File: config.mk
export PLATFORM = sky130hd
export DESIGN_NAME = socket_power_control_register
export DESIGN_NICKNAME = d
export VERILOG_FILES = /design/src/hdl/sock_pwr_pkg.sv /design/src/hdl/sock_pwr_reset.sv /design/src/hdl/socket_power_control_register.sv
export VERILOG_INCLUDE_DIRS = /design/src /design/src/hdl
export SDC_FILE = /design/constraint.sdc
export NUM_CORES = 1
export LEC_CHECK = 0
export ABC_AREA = 1
export BUFFER_PORTS_ARGS = -buffer_cell sky130_fd_sc_hd__buf_2
export CAP_MARGIN = 15
export CORE_MARGIN = 5
export CORE_UTILIZATION = 45
export DETAILED_ROUTE_END_ITERATION = 7
export PLACE_DENSITY_LB_ADDON = 0.05
export REMOVE_ABC_BUFFERS = 1
export SYNTH_ARGS = -nofsm -noshare
export SYNTH_HDL_FRONTEND = slang
export SYNTH_HIERARCHICAL = 1
export SYNTH_SLANG_ARGS = --single-unit
File: constraint.sdc
create_clock -name ref_clk -period 0.8 [get_ports ref_clk]
set_input_delay 0.08 -clock ref_clk [delete_from_list [all_inputs] [get_ports ref_clk]]
set_output_delay 0.08 -clock ref_clk [all_outputs]
set_load 0.05 [all_outputs]
File: src/hdl/sock_pwr_defines.svh
// Offsets, field positions, masks and reset values of the socket power control register.
// Assumes inclusion by bare name from the register module.
`ifndef SOCK_PWR_DEFINES_SVH
`define SOCK_PWR_DEFINES_SVH

// ==========================================
// Register placement
`define SPC_OFFSET 12'h802
`define SPC_LEGACY_INDEX 8'h02

// ==========================================
// Field positions, shared and per layout
`define SPC_GATE_BIT 7
`define SPC_AUTO_BIT 5
`define SPC_CONNECT_BIT 4
`define SPC_VCC_HI 4
`define SPC_VCC_LO 3
`define SPC_VPP_HI 1
`define SPC_VPP_LO 0

// ==========================================
// Writable and sticky masks per layout
`define SPC_WMASK_LEGACY 8'hB3
`define SPC_WMASK_NEW 8'h9B
`define SPC_STICKY_LEGACY 8'h20
`define SPC_STICKY_NEW 8'h9B
`define SPC_RESET 8'h00

// ==========================================
// Field codes
`define SPC_REV_LEGACY 4'h2
`define SPC_REV_DEFAULT 4'h4
`define SPC_VCC_5V0 2'h2
`define SPC_VCC_3V3 2'h3
`define SPC_VPP_VCC 2'h1
`define SPC_VPP_12V 2'h2

`endif

File: src/hdl/sock_pwr_pkg.sv
// Types of the socket power control block: supply level codes and module state.
// Assumes the defines header sits beside it.
package sock_pwr_pkg;

  // ==========================================
  // Supply levels sent to the power switch
  typedef enum logic [1:0] {VCC_OFF, VCC_5V0, VCC_3V3} vcc_level_t;
  typedef enum logic [1:0] {VPP_OFF, VPP_VCC, VPP_12V} vpp_level_t;

  // ==========================================
  // State of the reset controller
  typedef struct packed {
    logic [1:0] rst_sync; // Release shift chain
  } rst_state_t;

  // ==========================================
  // State of the register block
  typedef struct packed {
    logic [7:0] ctl; // Raw register storage
    logic [7:0] rdata; // Read data
    logic rvalid; // Read answer marker
    logic [1:0] cd1_sync; // Card detect 1 synchroniser
    logic [1:0] cd2_sync; // Card detect 2 synchroniser
    vcc_level_t sw_vcc; // Forwarded Vcc request
    vpp_level_t sw_vpp; // Forwarded Vpp request
    logic req; // New power request pulse
  } spc_state_t;

endpackage

File: src/hdl/sock_pwr_reset.sv
// Reset controller: releases the global reset through two flip-flops and derives the bus-reset clears.
// Assumes bus_reset_n and pme_enable are synchronous to ref_clk.
`timescale 1ns/100ps
`default_nettype none
module sock_pwr_reset
  import sock_pwr_pkg::*;
(
  input wire logic ref_clk,
  input wire logic nrst,
  input wire logic bus_reset_n,
  input wire logic pme_enable,
  output logic rst_n,
  output logic plain_clr,
  output logic sticky_clr
);
  import sock_pwr_pkg::*;

  rst_state_t s; // Current state
  rst_state_t next_s; // Next state

  // ==========================================
  // Next state: shift ones in after release
  always_comb begin
    next_s = s;
    next_s.rst_sync = {s.rst_sync[0], 1'b1};
  end

  // Asynchronous assert, synchronous release
  always_ff @(posedge ref_clk or negedge nrst) begin
    if (!nrst) begin
      s <= '0;
    end else begin
      s <= next_s;
    end
  end

  assign rst_n = s.rst_sync[1];
  // Bus reset clears ordinary bits always
  assign plain_clr = !bus_reset_n;
  // Sticky bits survive bus reset while events are enabled
  assign sticky_clr = !bus_reset_n && !pme_enable;
endmodule
`default_nettype wire

File: src/hdl/socket_power_control_register.sv
// Socket power control register: storage, two field layouts, supply requests and output gating.
// Assumes a strobe-style register port on ref_clk and card detect pins from outside the clock domain.
`timescale 1ns/100ps
`default_nettype none
`include "sock_pwr_defines.svh"
module socket_power_control_register
  import sock_pwr_pkg::*;
(
  input wire logic ref_clk,
  input wire logic nrst,
  input wire logic bus_reset_n,
  input wire logic pme_enable,
  input wire logic [11:0] reg_addr,
  input wire logic reg_wr,
  input wire logic reg_rd,
  input wire logic [7:0] reg_wdata,
  output logic [7:0] reg_rdata,
  output logic reg_rvalid,
  input wire logic [3:0] compat_revision_field,
  input wire logic vcc_voltage_select,
  input wire logic cd1_n,
  input wire logic cd2_n,
  output logic card_output_gate,
  output logic card_drive_oe_n,
  output logic auto_power_switch_on,
  output var sock_pwr_pkg::vcc_level_t sw_vcc_level,
  output var sock_pwr_pkg::vpp_level_t sw_vpp_level,
  output logic power_request,
  output logic card_power_status
);
  import sock_pwr_pkg::*;

  // ==========================================
  // Reset controller
  logic rst_n; // Synchronised global reset
  logic plain_clr; // Bus reset clear, non-sticky bits
  logic sticky_clr; // Bus reset clear reaching sticky bits

  sock_pwr_reset u_reset (
    .ref_clk(ref_clk),
    .nrst(nrst),
    .bus_reset_n(bus_reset_n),
    .pme_enable(pme_enable),
    .rst_n(rst_n),
    .plain_clr(plain_clr),
    .sticky_clr(sticky_clr)
  );

  // ==========================================
  // State and decode helpers
  spc_state_t s; // Current state
  spc_state_t next_s; // Next state
  logic legacy; // Legacy layout selected
  logic hit; // Register addressed
  logic [7:0] wmask; // Bits software may write
  logic [7:0] smask; // Bits kept across bus reset
  logic [7:0] view; // Register as software sees it
  logic seated; // Both card detects asserted
  vcc_level_t vcc_eff; // Vcc the settings ask for
  vpp_level_t vpp_eff; // Vpp the settings ask for

  // Layout choice from the revision field
  assign legacy = (compat_revision_field == `SPC_REV_LEGACY);
  assign hit = (reg_addr == `SPC_OFFSET);
  // Storage is shared by both layouts: bits hidden by one layout keep their value and
  // reappear after a switch, which saves a second copy but can surprise a careless driver
  // Reserved bits are neither stored by writes nor shown on reads
  assign wmask = legacy ? `SPC_WMASK_LEGACY : `SPC_WMASK_NEW;
  assign smask = legacy ? `SPC_STICKY_LEGACY : `SPC_STICKY_NEW;
  assign view = s.ctl & wmask;
  assign seated = !s.cd1_sync[1] && !s.cd2_sync[1];

  // ==========================================
  // Supply request decode
  always_comb begin
    vcc_eff = VCC_OFF;
    vpp_eff = VPP_OFF;
    if (legacy) begin
      // Connect bit picks level from the select input
      if (s.ctl[`SPC_CONNECT_BIT]) begin
        vcc_eff = vcc_voltage_select ? VCC_3V3 : VCC_5V0;
      end
      // Auto switching drops Vcc while the card is not seated
      if (s.ctl[`SPC_AUTO_BIT] && !seated) begin
        vcc_eff = VCC_OFF;
      end
    end else begin
      // Two reserved codes both mean no supply
      unique case (s.ctl[`SPC_VCC_HI:`SPC_VCC_LO])
        `SPC_VCC_5V0: vcc_eff = VCC_5V0;
        `SPC_VCC_3V3: vcc_eff = VCC_3V3;
        default: vcc_eff = VCC_OFF;
      endcase
    end
    // Vpp only counts with Vcc on
    if (vcc_eff != VCC_OFF) begin
      unique case (s.ctl[`SPC_VPP_HI:`SPC_VPP_LO])
        `SPC_VPP_VCC: vpp_eff = legacy ? VPP_VCC : VPP_OFF;
        `SPC_VPP_12V: vpp_eff = VPP_12V;
        default: vpp_eff = VPP_OFF;
      endcase
    end
  end

  // ==========================================
  // Next state
  always_comb begin
    next_s = s;
    // Pins pass two flops before use
    next_s.cd1_sync = {s.cd1_sync[0], cd1_n};
    next_s.cd2_sync = {s.cd2_sync[0], cd2_n};
    // Writes touch only the current layout's bits
    if (reg_wr && hit) begin
      next_s.ctl = (s.ctl & ~wmask) | (reg_wdata & wmask);
    end
    // Bus reset wins over a write in the same cycle
    if (sticky_clr) begin
      next_s.ctl = `SPC_RESET;
    end else if (plain_clr) begin
      next_s.ctl = s.ctl & smask;
    end
    // Read answer one cycle after the strobe, zero when unmapped
    next_s.rvalid = reg_rd;
    next_s.rdata = (reg_rd && hit) ? view : 8'h00;
    // Forward only real changes to the switch
    next_s.sw_vcc = vcc_eff;
    next_s.sw_vpp = vpp_eff;
    next_s.req = (vcc_eff != s.sw_vcc) || (vpp_eff != s.sw_vpp);
  end

  // Single state register
  always_ff @(posedge ref_clk or negedge rst_n) begin
    if (!rst_n) begin
      s <= '0;
    end else begin
      s <= next_s;
    end
  end

  // ==========================================
  // Outputs
  assign reg_rdata = s.rdata;
  assign reg_rvalid = s.rvalid;
  assign card_output_gate = s.ctl[`SPC_GATE_BIT];
  // Drivers float until the gate opens; the gate bit alone enables them, even with Vcc off
  assign card_drive_oe_n = !s.ctl[`SPC_GATE_BIT];
  assign auto_power_switch_on = legacy && s.ctl[`SPC_AUTO_BIT];
  assign sw_vcc_level = s.sw_vcc;
  assign sw_vpp_level = s.sw_vpp;
  assign power_request = s.req;
  assign card_power_status = (s.sw_vcc != VCC_OFF);

  logic wr_hit; // Clean write to the register
  assign wr_hit = reg_wr && hit && bus_reset_n;
endmodule
`default_nettype wire

---- Word-level counts from Yosys, hierarchy flattened ----
Cells that the tools add are included.
storage, ports and cells
  flip-flop bits (word level) ............. 28
  input port bits ......................... 33
operators by class
  equal/unequal tests ..................... 9
  multiplexer cells ....................... 14
  bitwise operators ....................... 6
  reductions and logical operators ........ 15
operators by type and width
  cell                  number
  $mux 8                5
  $and 8x8->8           4
  $eq 12x12->1 const B  1
  $mux 2                5
  $not 8->8             1
  $or 8x8->8            1
  $pmux 2 s2            2
  $eq 2x2->1 const B    3
  $logic_and 1x1->1     6
  $logic_not 1->1       6
  $mux 6                1
  $eq 4x2->1 const B    1
  $ne 2x2->1            2
  $reduce_bool 2->1     2
  $ne 3x1->1 const B    1
  $eq 2x1->1 const B    1
  $logic_or 1x1->1      1
  $mux 1                1

---- Longest topological paths before layout ----
  word-level depth ........................ 10
  depth in mapped cells ................... 11

---- Cells and area by module ----
Netlist, hierarchy kept.
modules (own cells, without submodules)
  module                         instances  cells an instance  area each (µm²)
  socket_power_control_register  1          143                1187.4
  sock_pwr_reset                 1          5                  61.3

---- Least setup slack after synthesis ----
No wires, ideal clock.
  path type ............................... flip-flop to flip-flop
  start point ............................. register s (netlist bit card_output_gate)
  end point ............................... register s (netlist bit card_output_gate)
  library setup time ...................... 81 ps
  data arrival time ....................... 1432 ps
  path slack .............................. -712 ps
  stages on the path, launching flop included .. 5
  path buffers ............................ 0
  clock period less this slack ............ 1512 ps
  path through ............................ dfrtp_1 > inv_1 > o31ai_1 > nand3_1 > o21ai_1
between the ends
  word-level cells in the longest chain between the ends .. 5
  elaborated cells on any way between the ends .. 6
  classes of those cells .................. mux: 3; bitwise: 3
ends and longest elaborated chain
  element                 line                                  RTL
  from (decl)             socket_power_control_register.sv:51   spc_state_t s;
  from (signal assigned)  socket_power_control_register.sv:136  s <= next_s;
  $and 8x8->8             socket_power_control_register.sv:114  next_s.ctl = (s.ctl & ~wmask) | (reg_wdata & wmask);
  $or 8x8->8              socket_power_control_register.sv:114
  $mux 8                  socket_power_control_register.sv:113  if (reg_wr && hit) begin
  $mux 8 *                socket_power_control_register.sv:119  end else if (plain_clr) begin
  $mux 8 *                socket_power_control_register.sv:117  if (sticky_clr) begin
Every way passes the cells marked *; elsewhere a longest branch is shown, timed or not. The select of a mux whose other input is x is not followed.
A chain may end at the register's enable or synchronous reset.

==> metrics.cfg <==
[outcome]
outcome = finished with violations
violations = setup timing

[timing]
finalMaxSlewViolations = 0
fmax_mhz = 796.0
hold_ws_ns = 0.05451
rsz0062_at_grt = yes
finalHoldViolations = 0
period_needed_ns = 1.256
period_share_pct = 157.0
setup_ws_ns = -0.4562
finClkSkew_ns = 0.008938
finalSetupViolations = 29

[drt]
vias_per_cell = 4.545
drt_iter0_drc = 28
wl_mm = 2.974
dr.pass1.iters = 4
dr_total_vias = 1150
routedWlPerCell_um = 11.75
ant_nets = 0
drc = 0

[power_and_ir_drop]
power_density_mw_per_mm2 = 1599
leakagePower_nw = 1.026
ir_drop_mv = 1.574

[synthesis]
synth_seq_cells = 24
seq_area_frac_synth_pct = 48.10
synthTopCellsByCount = nand2_1 (28), dfrtp_1 (24), inv_1 (18)
syn_avg_cell_area_um2 = 8.437
synth_edf_count = 0
synth_most_common_cell = nand2_1
yosysTopAreaCell = dfrtp_1
synth_flop_cell = dfrtp_1
synthTopCellsByArea = dfrtp_1 (48%), nand2_1 (8.4%), buf_4 (7.8%)
synth_cell_types = 24
synthArstFlopShare_pct = 100.0
ys_warn_count = 6
syn_area_mm2 = 0.001249
netlist.area_leader.share_pct = 48.10
synthCells = 148

[critical_path]
r2r_cells = 10
critPathArrivalTime_ns = 1.47
cp-start-kind = flop
max_stage_delay_ns = 0.44
r2r_end = power_request
slowest_stage = dfrtp_1
endpoint_kind = flop
crit_chain = inv_2 > nor2_2 > nand2_2 > nor2_4 > nor2_4 > nand2_4 > nand2_2 > nand2_1 > nand2_1 > nand3_2
ff2ff_setup_slack_ns = -0.46
critical_path.max_fanout = 4
required_ns = 1.02
path_class = flop to flop
r2r_start = s[22]

[cells_and_area]
n_fill_cell = 209
multi_input_area_um2 = 568.0
fin_nets = 256
regArea_um2 = 600.6
drive_gt1_share_pct = 58.56
area_growth_pct = 63.43
antennaDiodeCount = 0

[clock_tree]
cts_buffers = 3
cts_sinks = 24
clkTransAtPathRegs_ns = 0.14
h-tree-depth = 1
tritoncts = yes
clock-root-buffer = clkbuf_4
clock_latency_ns = 0.32
clock_path_buffers = 2

[global_routing]
use_met3_pct = 3.058
grtUsageMet1_pct = 18.57
grt_max_degree = 23
busiest_layer = met2
grt_first_pass_wirelength_mm = 5.002
gr-total-overflow = 0
grtUsageMet2_pct = 27.07
grt_usage_pct = 15.34
antenna_found_initial = 0
grt_pass1_vias = 1203

[floorplan]
chipHeight_um = 62.68
core-area_mm2 = 0.002710
rows = 19
num_io_pins = 51
initial_core_util_pct = 46.08
dieArea_mm2 = 0.003928
dieWidth_um = 62.68

[placed_design]
place.gp.congestion = 0.7691
port_buffers = 46
place_hpwl_mm = 2.088
place_ws_ns = -0.4809

[worst_hold_path]
hp-class = input pin to asynchronous set/reset pin

[run]
max_cap_viol_count = 0

[power breakdown]
part           total, W  internal [W]  switching (W)
sequential      0.00135       0.00129      0.0000558
combinational   0.00103      0.000471       0.000560
clock          0.000886      0.000506       0.000380
total           0.00326       0.00227       0.000996
[placed cells by master (no fill, tap or decap), types with 2 or more instances in the layout]
master         count
buf_2             30
o21ai_2            4
a21oi_2            2
o21ai_1            6
dfrtp_1           24
nand2_1           25
buf_4             22
nand3_2            2
nor2_2             6
inv_1             11
buf_8              4
conb_1             3
buf_6             23
inv_2              7
clkbuf_4           3
dlygate4sd3_1      4
nand2_2            6
nand3_1            8
nor2_4             6
nor2_1             9
o31ai_2            2
nor3_2             4
[metrics by stage]
step	TNS, ns	utilization (%)	instances	area [um2]	total power [W]
6_report	-6.087	75.30	253	2041	0.003264
5_1_grt	-7.691	75.30	253	2041	0.003423
4_1_cts	-6.071	71.47	249	1937	0.003196
3_5_place_dp	-5.136	59.10	235	1602	0.002118
3_3_place_gp	-4.593	59.10	235	1602	0.002108
2_1_floorplan	-3.766	-	134	1140	0.001826
[cell type report]
cell class | count | area share, %
multi-input cells | 89 | 27.84
repair buffers | 84 | 34.03
well taps | 31 | 1.901
clock buffers | 3 | 1.104
inverters | 21 | 4.231
clock inverters | 1 | 1.471
flip-flops and latches | 24 | 29.43
[worst max-delay path, delay by kind of cell (launching register included)]
family | cells | cell delay, ns
DFF | 1 | 0.44
and+or+nand+nor | 9 | 0.64
buffers and inverters | 1 | 0.08
[how the worst max path moves through the flow]
stage,to,start
CTS,power_request,s[8]
global route,power_request,s[8]
detailed placement,power_request,s[6]
global placement,power_request,s[6]
finish,power_request,s[22]
floorplan,card_output_gate,card_output_gate
[sequential cells by signal, indices dropped and copies added (netlist names)]
register / count
reg_rvalid: 1
next_s: 2
sw_vpp_level: 2
power_request: 1
card_output_gate: 1
s: 7
sw_vcc_level: 2
u_reset/s: 2
reg_rdata: 6
[timing repair]
item,in CTS,in global routing
hold endpoints to repair,5,0
setup buffers,7,5
gates resized for setup,65,20
hold buffers,4,0
setup endpoints to repair,29,33
cloned,0,0
pin swaps,15,4
[routing by layer]
layer / up-vias / part of all wire (%) / routed length, um
met2: 34 / 51 / 1519
met4: 0 / 0.67 / 20
met5: - / 0 / 0
met3: 2 / 6.2 / 185
li1: 595 / - / -
met1: 519 / 42 / 1248
[kinds of logic after synthesis]
family                 Yosys count  synth area share [%]
and+or+nand+nor                 70                 28.56
AOI/OAI and AO/OA               16                 7.314
DFF                             24                 48.10
other                            2                0.6014
buffers and inverters           36                 15.43
No activity file was read; power rests on OpenSTA's default activity.
